### src/logic/stc_pkg.sv
// shared constants and types of the trigger-layer scan counter
package stc_pkg;
  // register offsets (byte addresses, one word each)
  localparam logic [7:0] STC_CTRL_OFS = 8'h00;
  localparam logic [7:0] STC_COUNT_OFS = 8'h04;
  localparam logic [7:0] STC_LEN_OFS = 8'h08;
  localparam logic [7:0] STC_DELAY_OFS = 8'h0C;
  localparam logic [7:0] STC_STAT_OFS = 8'h10;
  // control field positions
  localparam int STC_AUTO_BIT = 0;
  localparam int STC_INF_BIT = 1;
  // count limits and reset values
  localparam logic [13:0] STC_COUNT_MIN = 14'h0001;
  localparam logic [13:0] STC_COUNT_MAX = 14'h270F;
  localparam logic [13:0] STC_COUNT_RST = 14'h0001;
  localparam logic [31:0] STC_INF_CODE = 32'hFFFF_FFFF;
  // delay held in milliseconds, 99999.999 s at most
  localparam logic [26:0] STC_DELAY_MAX = 27'h5F5_E0FF;
  localparam logic [26:0] STC_DELAY_RST = 27'h000_0000;
  // timing: one millisecond tick at 125 MHz
  localparam int STC_CLK_NS = 8;
  localparam int STC_TICK_NS = 1000000;
  localparam int STC_TICK_CYC = STC_TICK_NS / STC_CLK_NS;
  // scan sequencer states, gray from IDLE through STEP and back to IDLE; STEP to WAIT flips both bits
  typedef enum logic [1:0] {
    STC_IDLE = 2'b00,
    STC_WAIT = 2'b01,
    STC_DLY = 2'b11,
    STC_STEP = 2'b10
  } stc_state_e;
  // configuration carried to the sequencer
  typedef struct packed {
    logic auto_en;
    logic inf_en;
    logic [13:0] count;
  } stc_cfg_s;
endpackage : stc_pkg

### src/logic/stc_scan_counter.sv
// trigger-layer scan loop counter with register port
`timescale 1ns/100ps
// Operation
// - count reads 1..9999, infinite reads special code
// - loop one channel per pass until count
// - long count ends scan, next resumes position
// - infinite count wraps list forever
// - enabling auto loads list length
// - writing count clears auto, keeps value
// - auto bit: one on, zero off
// - auto tracks every list length change
// - empty list with auto gives one
// - delay zero to 99999.999 s, default zero
// - wait programmed delay after each event
module stc_scan_counter #(
  parameter int TICK_CYC = stc_pkg::STC_TICK_CYC
) (
  input wire logic clk_sys,
  input wire logic arst_n,
  input wire logic [7:0] reg_addr,
  input wire logic [31:0] reg_wdata,
  input wire logic reg_wr,
  input wire logic reg_rd,
  output logic [31:0] reg_rdata_r,
  input wire logic scan_start,
  input wire logic chan_event,
  output logic chan_step_r,
  output logic [13:0] chan_idx_r,
  output logic layer_done_r,
  output logic busy_r
);
  import stc_pkg::*;

  //////////////////////////////////////////////////////////////////////
  // declarations
  stc_cfg_s cfg_r; // auto, infinite and channel count
  logic auto_q; // auto enable one cycle back, for edge detect
  logic [13:0] len_r; // scan-list length
  logic [13:0] len_q; // length one cycle back
  logic [26:0] delay_r; // scan_layer_delay in milliseconds
  logic [13:0] done_cnt_r; // channels stepped this scan
  stc_state_e state_r; // sequencer state
  stc_state_e state_nxt;
  logic dly_start; // kick the delay timer
  logic dly_done; // delay elapsed
  logic [13:0] ptr; // pointer from the position module
  logic wr_ctrl;
  logic wr_count;
  logic step_now;
  logic last_chan;

  // clamp a written count into the legal range
  function automatic logic [13:0] stc_clamp(input logic [31:0] v);
    if (v < 32'(STC_COUNT_MIN)) begin
      return STC_COUNT_MIN;
    end else if (v > 32'(STC_COUNT_MAX)) begin
      return STC_COUNT_MAX;
    end else begin
      return v[13:0];
    end
  endfunction : stc_clamp

  // count to use when tied to the list; empty list still scans once
  function automatic logic [13:0] stc_auto_count(input logic [13:0] n);
    if (n == '0) begin
      return STC_COUNT_MIN;
    end else if (n > STC_COUNT_MAX) begin
      return STC_COUNT_MAX;
    end else begin
      return n;
    end
  endfunction : stc_auto_count

  assign wr_ctrl = reg_wr && reg_addr == STC_CTRL_OFS;
  assign wr_count = reg_wr && reg_addr == STC_COUNT_OFS;

  //////////////////////////////////////////////////////////////////////
  // control flags: auto and infinite
  always_ff @(posedge clk_sys or negedge arst_n) begin
    if (!arst_n) begin
      cfg_r.auto_en <= 1'b0;
      cfg_r.inf_en <= 1'b0;
    end else if (wr_ctrl) begin
      cfg_r.auto_en <= reg_wdata[STC_AUTO_BIT];
      cfg_r.inf_en <= reg_wdata[STC_INF_BIT];
    end else if (wr_count) begin
      // an explicit count is finite and manual
      cfg_r.auto_en <= 1'b0;
      cfg_r.inf_en <= 1'b0;
    end
  end

  // channel count; auto follows the list length while enabled
  always_ff @(posedge clk_sys or negedge arst_n) begin
    if (!arst_n) begin
      cfg_r.count <= STC_COUNT_RST;
    end else if (wr_count) begin
      cfg_r.count <= stc_clamp(reg_wdata);
    end else if (cfg_r.auto_en) begin
      // reloading every cycle covers both the enable edge and any later
      // length change; it costs nothing since manual writes win above
      cfg_r.count <= stc_auto_count(len_r);
    end
  end

  // history for edge checks
  always_ff @(posedge clk_sys or negedge arst_n) begin
    if (!arst_n) begin
      auto_q <= 1'b0;
      len_q <= '0;
    end else begin
      auto_q <= cfg_r.auto_en;
      len_q <= len_r;
    end
  end

  // list length and delay
  always_ff @(posedge clk_sys or negedge arst_n) begin
    if (!arst_n) begin
      len_r <= '0;
      delay_r <= STC_DELAY_RST;
    end else if (reg_wr && reg_addr == STC_LEN_OFS) begin
      len_r <= reg_wdata[13:0];
    end else if (reg_wr && reg_addr == STC_DELAY_OFS) begin
      // out of range requests saturate at the longest delay
      if (reg_wdata > 32'(STC_DELAY_MAX)) begin
        delay_r <= STC_DELAY_MAX;
      end else begin
        delay_r <= reg_wdata[26:0];
      end
    end
  end

  //////////////////////////////////////////////////////////////////////
  // read port, data one cycle after the strobe
  always_ff @(posedge clk_sys or negedge arst_n) begin
    if (!arst_n) begin
      reg_rdata_r <= '0;
    end else if (reg_rd) begin
      case (reg_addr)
        STC_CTRL_OFS: begin
          reg_rdata_r <= {30'h0, cfg_r.inf_en, cfg_r.auto_en};
        end
        STC_COUNT_OFS: begin
          if (cfg_r.inf_en) begin
            reg_rdata_r <= STC_INF_CODE;
          end else begin
            reg_rdata_r <= {18'h0, cfg_r.count};
          end
        end
        STC_LEN_OFS: begin
          reg_rdata_r <= {18'h0, len_r};
        end
        STC_DELAY_OFS: begin
          reg_rdata_r <= {5'h0, delay_r};
        end
        STC_STAT_OFS: begin
          // pointer in [29:16], low count bits in [15:4], state, busy
          reg_rdata_r <= {2'h0, ptr, done_cnt_r[11:0], 1'b0,
                          state_r, busy_r};
        end
        default: begin
          reg_rdata_r <= '0; // unmapped reads as zero
        end
      endcase
    end else begin
      reg_rdata_r <= '0;
    end
  end

  //////////////////////////////////////////////////////////////////////
  // sequencer
  assign last_chan = !cfg_r.inf_en &&
                     done_cnt_r + 14'h0001 >= cfg_r.count;
  assign step_now = state_r == STC_STEP;
  assign dly_start = state_r == STC_WAIT && chan_event;

  // next state
  always_comb begin
    state_nxt = state_r;
    case (state_r)
      STC_IDLE: begin
        if (scan_start) begin
          state_nxt = STC_WAIT;
        end
      end
      STC_WAIT: begin
        if (chan_event) begin
          state_nxt = STC_DLY;
        end
      end
      STC_DLY: begin
        if (dly_done) begin
          state_nxt = STC_STEP;
        end
      end
      STC_STEP: begin
        // leave the layer only when the count is met
        state_nxt = last_chan ? STC_IDLE : STC_WAIT;
      end
      default: begin
        state_nxt = STC_IDLE;
      end
    endcase
  end

  // state register
  always_ff @(posedge clk_sys or negedge arst_n) begin
    if (!arst_n) begin
      state_r <= STC_IDLE;
    end else begin
      state_r <= state_nxt;
    end
  end

  // channels stepped in this scan; saturates so infinite never overflows
  always_ff @(posedge clk_sys or negedge arst_n) begin
    if (!arst_n) begin
      done_cnt_r <= '0;
    end else if (state_r == STC_IDLE && scan_start) begin
      done_cnt_r <= '0;
    end else if (step_now && done_cnt_r != STC_COUNT_MAX) begin
      done_cnt_r <= done_cnt_r + 14'h0001;
    end
  end

  // registered outputs
  always_ff @(posedge clk_sys or negedge arst_n) begin
    if (!arst_n) begin
      chan_step_r <= 1'b0;
      chan_idx_r <= '0;
      layer_done_r <= 1'b0;
      busy_r <= 1'b0;
    end else begin
      chan_step_r <= step_now;
      chan_idx_r <= ptr;
      layer_done_r <= step_now && last_chan;
      busy_r <= state_nxt != STC_IDLE;
    end
  end

  //////////////////////////////////////////////////////////////////////
  // submodules
  stc_delay_timer #(.TICK_CYC(TICK_CYC)) u_delay (
    .clk_sys(clk_sys),
    .arst_n(arst_n),
    .start(dly_start),
    .delay_ms(delay_r),
    .done(dly_done)
  );

  stc_chan_ptr u_ptr (
    .clk_sys(clk_sys),
    .arst_n(arst_n),
    .step(step_now),
    .list_len(len_r),
    .ptr(ptr)
  );

  //////////////////////////////////////////////////////////////////////
  // checks
  chk_count_range: assert property
    (@(posedge clk_sys) disable iff (!arst_n)
    cfg_r.count >= STC_COUNT_MIN && cfg_r.count <= STC_COUNT_MAX)
    else $error("channel count out of range");
  chk_inf_read: assert property
    (@(posedge clk_sys) disable iff (!arst_n)
    reg_rd && reg_addr == STC_COUNT_OFS && cfg_r.inf_en
    |=> reg_rdata_r == STC_INF_CODE)
    else $error("infinite count not reported");
  chk_done_at_count: assert property
    (@(posedge clk_sys) disable iff (!arst_n)
    step_now && !cfg_r.inf_en && done_cnt_r + 14'h0001 == cfg_r.count
    |=> layer_done_r && state_r == STC_IDLE)
    else $error("layer did not end at count");
  chk_auto_load: assert property
    (@(posedge clk_sys) disable iff (!arst_n)
    cfg_r.auto_en && !auto_q && !reg_wr
    |=> cfg_r.count == stc_auto_count($past(len_r)))
    else $error("auto enable did not load length");
  chk_write_manual: assert property
    (@(posedge clk_sys) disable iff (!arst_n)
    wr_count |=> !cfg_r.auto_en && cfg_r.count == stc_clamp($past(reg_wdata)))
    else $error("count write did not clear auto");
  chk_auto_query: assert property
    (@(posedge clk_sys) disable iff (!arst_n)
    reg_rd && reg_addr == STC_CTRL_OFS
    |=> reg_rdata_r[0] == $past(cfg_r.auto_en))
    else $error("auto query wrong");
  chk_auto_track: assert property
    (@(posedge clk_sys) disable iff (!arst_n)
    cfg_r.auto_en && auto_q && len_r != len_q && !reg_wr
    |=> cfg_r.count == stc_auto_count($past(len_r)))
    else $error("auto did not follow length");
  chk_empty_one: assert property
    (@(posedge clk_sys) disable iff (!arst_n)
    cfg_r.auto_en && len_r == '0 && !reg_wr |=> cfg_r.count == 14'h0001)
    else $error("empty list did not give one");
  chk_inf_no_end: assert property
    (@(posedge clk_sys) disable iff (!arst_n)
    step_now && cfg_r.inf_en |=> !layer_done_r)
    else $error("infinite count ended the layer");
  chk_step_waits: assert property
    (@(posedge clk_sys) disable iff (!arst_n)
    state_r == STC_DLY && !dly_done |=> state_r == STC_DLY)
    else $error("step before delay elapsed");

  cov_scan_done: cover property (@(posedge clk_sys) disable iff (!arst_n)
    layer_done_r);
  cov_inf_wrap: cover property (@(posedge clk_sys) disable iff (!arst_n)
    step_now && cfg_r.inf_en && ptr == len_r - 14'h0001);
  cov_auto_on: cover property (@(posedge clk_sys) disable iff (!arst_n)
    cfg_r.auto_en && !auto_q);
endmodule : stc_scan_counter

### src/logic/stc_delay_timer.sv
// layer delay timer with its own millisecond tick divider
`timescale 1ns/100ps
module stc_delay_timer #(
  parameter int TICK_CYC = stc_pkg::STC_TICK_CYC
) (
  input wire logic clk_sys,
  input wire logic arst_n,
  input wire logic start,
  input wire logic [26:0] delay_ms,
  output logic done
);
  import stc_pkg::*;

  logic [16:0] div_r; // cycles within one millisecond
  logic [26:0] left_r; // milliseconds still to wait
  logic run_r; // timer active

  //////////////////////////////////////////////////////////////////////
  // millisecond divider, restarted with each delay so the first tick
  // lands a full millisecond after the start
  always_ff @(posedge clk_sys or negedge arst_n) begin
    if (!arst_n) begin
      div_r <= '0;
    end else if (start || !run_r) begin
      div_r <= '0;
    end else if (div_r == 17'(TICK_CYC - 1)) begin
      div_r <= '0;
    end else begin
      div_r <= div_r + 17'h00001;
    end
  end

  // countdown; a zero delay finishes on the next edge
  always_ff @(posedge clk_sys or negedge arst_n) begin
    if (!arst_n) begin
      left_r <= '0;
      run_r <= 1'b0;
      done <= 1'b0;
    end else begin
      done <= 1'b0;
      if (start) begin
        left_r <= delay_ms;
        run_r <= (delay_ms != '0);
        done <= (delay_ms == '0);
      end else if (run_r && div_r == 17'(TICK_CYC - 1)) begin
        left_r <= left_r - 27'h0000001;
        if (left_r == 27'h0000001) begin
          run_r <= 1'b0;
          done <= 1'b1;
        end
      end
    end
  end

  chk_zero_delay: assert property
    (@(posedge clk_sys) disable iff (!arst_n)
    start && delay_ms == '0 |=> done)
    else $error("zero delay did not finish at once");
  chk_delay_hold: assert property
    (@(posedge clk_sys) disable iff (!arst_n)
    start && delay_ms != '0 |=> !done [*8])
    else $error("delay ended too early");
endmodule : stc_delay_timer

### src/logic/stc_chan_ptr.sv
// scan-list position pointer that keeps its place between scans
`timescale 1ns/100ps
module stc_chan_ptr (
  input wire logic clk_sys,
  input wire logic arst_n,
  input wire logic step,
  input wire logic [13:0] list_len,
  output logic [13:0] ptr
);
  import stc_pkg::*;

  //////////////////////////////////////////////////////////////////////
  // advance one entry per step, wrapping after the last entry; never
  // cleared at scan start so a long count resumes where it stopped
  always_ff @(posedge clk_sys or negedge arst_n) begin
    if (!arst_n) begin
      ptr <= '0;
    end else if (step) begin
      if (ptr + 14'h0001 >= list_len) begin
        ptr <= '0;
      end else begin
        ptr <= ptr + 14'h0001;
      end
    end else if (ptr >= list_len && list_len != '0) begin
      ptr <= '0; // list shrank under the pointer
    end
  end

  chk_ptr_wrap: assert property
    (@(posedge clk_sys) disable iff (!arst_n)
    step && ptr == list_len - 14'h0001 |=> ptr == '0)
    else $error("pointer did not wrap to first entry");
endmodule : stc_chan_ptr

### config.mk
export PLATFORM = sky130hd
export DESIGN_NAME = stc_scan_counter
export DESIGN_NICKNAME = d
export VERILOG_FILES = /design/src/logic/stc_pkg.sv /design/src/logic/stc_scan_counter.sv /design/src/logic/stc_delay_timer.sv /design/src/logic/stc_chan_ptr.sv
export SDC_FILE = /design/constraint.sdc
export NUM_CORES = 1
export LEC_CHECK = 0
export ABC_AREA = 1
export ABC_CLOCK_PERIOD_IN_PS = 5900
export BUFFER_PORTS_ARGS = -buffer_cell sky130_fd_sc_hd__buf_2
export CAP_MARGIN = 20
export CELL_PAD_IN_SITES_DETAIL_PLACEMENT = 1
export CELL_PAD_IN_SITES_GLOBAL_PLACEMENT = 1
export CORE_UTILIZATION = 45
export CTS_BUF_LIST = sky130_fd_sc_hd__clkbuf_8
export DETAILED_ROUTE_END_ITERATION = 10
export PLACE_DENSITY_LB_ADDON = 0.1
export SYNTH_ARGS = -nofsm -noshare
export SYNTH_HDL_FRONTEND = slang
export SYNTH_SLANG_ARGS = --single-unit
### constraint.sdc
create_clock -name clk_sys -period 5.9 [get_ports clk_sys]
set_input_delay 0.295 -clock clk_sys [delete_from_list [all_inputs] [get_ports clk_sys]]
set_output_delay 0.295 -clock clk_sys [all_outputs]
set_load 0.01 [all_outputs]
==> impl_metrics.yaml <==
synthesis:
  ys_seq_area_share_pct: 41.0
  synth_area_um2: 11100
  synth_xor_area_share_pct: 2.38
  synth_mux_area_share_pct: 0.509
  synth_top_family_by_area: "simple AND/OR/NAND/NOR gates"
  ys_async_sr_fraction_pct: 100
  synth_simple_gate_area_share_pct: 31.7
  synth_compound_area_share_pct: 9.18
  synth_top_area_cell: "dfrtp_1"
  synth_flop_cell: "dfrtp_1"
  synthTopCellsByCount: "nand2_1 (394), inv_1 (229), nor2_1 (213)"
  synth_nets: 1631
  synth_warnings: 0
  ys_seq_elements: 181
  synthCells: 1538
  ys_types: 45
  avgSynthCellArea_um2: 7.19
  yosysMostFrequentCell: "nand2_1"
  synth_fa_ha_area_share_pct: 5.32
  synth.area.top_cells: "dfrtp_1 (41%), nand2_1 (13%), inv_1 (7.8%), nor2_1 (7.2%), ha_1 (5.3%)"
  synth_top_area_share_pct: 40.8
  synth_enable_flop_cells: 0
sta:
  finalSetupViolations: 0
  worstMarginPinSlew_ns: 0.997
  grt_setup_unrepaired: "no"
  fin_tns_setup_ns: 0
  max_freq_mhz: 298
  fin_crit_ns: 3.36
  drv_slew: 0
  slew-limit-headroom_pct: 33.5
  timing.final.ws_setup_ns: 2.54
  clock_skew_ns: 0.0172
  hold_viol: 0
  whs_ns: 0.107
  fin_crit_sh_pct: 56.9
clock_tree:
  clkSinkCount: 181
  post_cts_resize_count: 0
  post_cts_buffers: 0
  insertion_delay_ns: 0.48
  cts_hold_buf: 1
  cts-htree-levels: 4
  clkTransAtPathRegs_ns: 0.10
  cts_tree: "built"
  cts_buffer_depth: 2
  cts_buffers: 17
  clock-root-buffer: "clkbuf_8"
pwr:
  pwr-share-comb_pct: 10.9
  leakage_nw: 6.59
  power.share.clock_pct: 37.3
  power_density_nw_per_um2: 206
  p_int_mw: 1.80
  p_switching_mw: 0.713
  swShare_pct: 28.4
  seqPwrFrac_pct: 51.8
  ir_drop_v: 0.000127
route:
  drc_errors: 0
  ant_nets: 0
  vias: 10629
  drtIter0Drc: 801
  routed_wl_um: 36500
  drt-vias-per-instance: 5.45
  drtPass1Iterations: 5
  wl_per_cell_um: 18.7
job:
  drv_cap: 0
critical_path:
  cp.arrival_ns: 3.77
  cp_common_cell: "nand2_1"
  critPathMaxStageDelay_ns: 0.74
  worstSetupStartpointType: "register"
  crit_chain: "ha_1 -> nand2_1 -> nor2_1 -> nand3_1 -> o21ai_0 -> nand2_1 -> inv_1 -> ha_1 -> nand2_1 -> nor2_1 -> nor3b_1 -> nand2_1 -> nand2_1 -> nor2_1 -> nand2_1 -> nand2_1"
  r2r_slack_ns: 2.54
  cp.required_ns: 6.31
  criticalPathCategory: "register to register"
  critPathSlowestCell: "nor2_1"
  cp-end-kind: "register"
  cp_max_fo: 14
final_layout:
  drive_gt1_share_pct: 9.94
  nets: 1710
  antennaDiodeCount: 0
  area_growth_pct: 10.2
grt:
  grt_antenna_before_repair: 1
  grt_pass1_wl_um: 59000
  grt_use_total_pct: 29.7
  first_global_vias: 10820
  grt_max_degree: 115
  grt-ovfl-total: 0
run_status:
  status: "finished, final reports clean"
placed_design:
  io_buffers: 94
  dp_slack_ns: 2.50
  gp_congestion: 0.894
  dp_hpwl_um: 28100
die:
  boundaryPins: 95
  dieHeight_um: 159
  initial_core_util_pct: 46.5
  placementRows: 56
  core_area_um2: 23800
  die_w_um: 159
  dieArea_um2: 25200
hold_path:
  hp-class: "input port to register"
layout by cell type (no fill, tap or decap), types with 5 or more instances in the layout:
cell type | synthesis | final
o21ai_0 | 93 | 93
nor2_1 | 213 | 213
nand2_2 | 5 | 5
nand2_1 | 394 | 394
nand3_1 | 103 | 103
inv_1 | 229 | 231
a21oi_1 | 38 | 38
dfrtp_1 | 180 | 180
o211ai_1 | 14 | 14
o22ai_1 | 20 | 20
nor3_1 | 27 | 27
buf_2 | 15 | 93
clkbuf_8 | 0 | 21
o221ai_1 | 5 | 5
inv_2 | 6 | 6
nand4_1 | 54 | 54
xor2_1 | 27 | 27
ha_1 | 47 | 47
registers in the layout (all words and copies together) (netlist names), 2 cells and up:
name,flops
cfg_r,16
u_delay.div_r,17
delay_r,27
u_delay.left_r,27
done_cnt_r,14
reg_rdata_r,31
u_ptr.ptr,14
chan_idx_r,14
state_r,2
len_r,14
final timing paths:
| path | to | startpoint | depth (start not counted) |
|---|---|---|---|
| worst max-delay path | u_ptr.ptr[8]$_DFFE_PN0P_ | u_ptr.ptr[0]$_DFFE_PN0P_ | 16 |
| worst min-delay path | delay_r[17]$_DFFE_PN0P_ | reg_wdata[17] | 3 |
| worst max register to register | u_ptr.ptr[8]$_DFFE_PN0P_ | u_ptr.ptr[0]$_DFFE_PN0P_ | 16 |
| worst min register to register | u_delay.div_r[0]$_DFF_PN0_ | u_delay.div_r[0]$_DFF_PN0_ | 1 |
| max in group asynchronous | state_r[0]$_DFF_PN0_ | arst_n | 3 |
| min in group asynchronous | u_delay.left_r[25]$_DFFE_PN0P_ | arst_n | 2 |
cells by family after synthesis:
kind of cell | count (synthesis)
adders and majority gates | 47
muxes | 5
and+or+nand+nor | 818
xor gates and xnor gates | 30
DFF | 181
buffers and inverters | 275
AOI/OAI and AO/OA | 182
layer usage:
metal | GRT usage, % | share of wire [%] | vias up
li1 | - | - | 5088
met1 | 40.4 | 46 | 5263
met2 | 49.2 | 48 | 229
met3 | 3.79 | 3.9 | 47
met4 | 8.83 | 2.2 | 2
met5 | 0 | 0.030 | -
power groups by stage:
stage                     Clock, mW  Sequential (mW)  Combinational (mW)
after floorplan                   0             1.31               0.165
after global placement            0             1.32               0.266
after detailed placement          0             1.32               0.273
after CTS                     0.960             1.30               0.275
after global routing          0.999             1.30               0.307
final                         0.939             1.30               0.273
stage by stage:
step                      std cells  area [µm²]  power, mW  utilization, %
final                          1949       12200       2.51            51.3
after global routing           1949       12200       2.61            51.3
after CTS                      1949       12200       2.54            51.3
after detailed placement       1916       11700       1.60            49.5
after global placement         1916       11700       1.59            49.5
after floorplan                1538       11100       1.47               -
worst max-delay path: cells and delay by family (launching register included):
kind | cells | cell delay, ns
AOI/OAI and AO/OA | 1 | 0.18
adders and majority gates | 2 | 0.44
buffers and inverters | 1 | 0.07
DFF | 1 | 0.49
and+or+nand+nor | 12 | 2.08
final cells by class:
class,instances,area (µm²)
sequential,181,4530
clock buffer,20,275
inverter,237,893
timing repair buffer,98,512
multi-input combinational,1082,5420
fill,3061,11600
tap,319,399
clock inverter,12,151
Note: power is estimated with default switching activity, not from simulation.
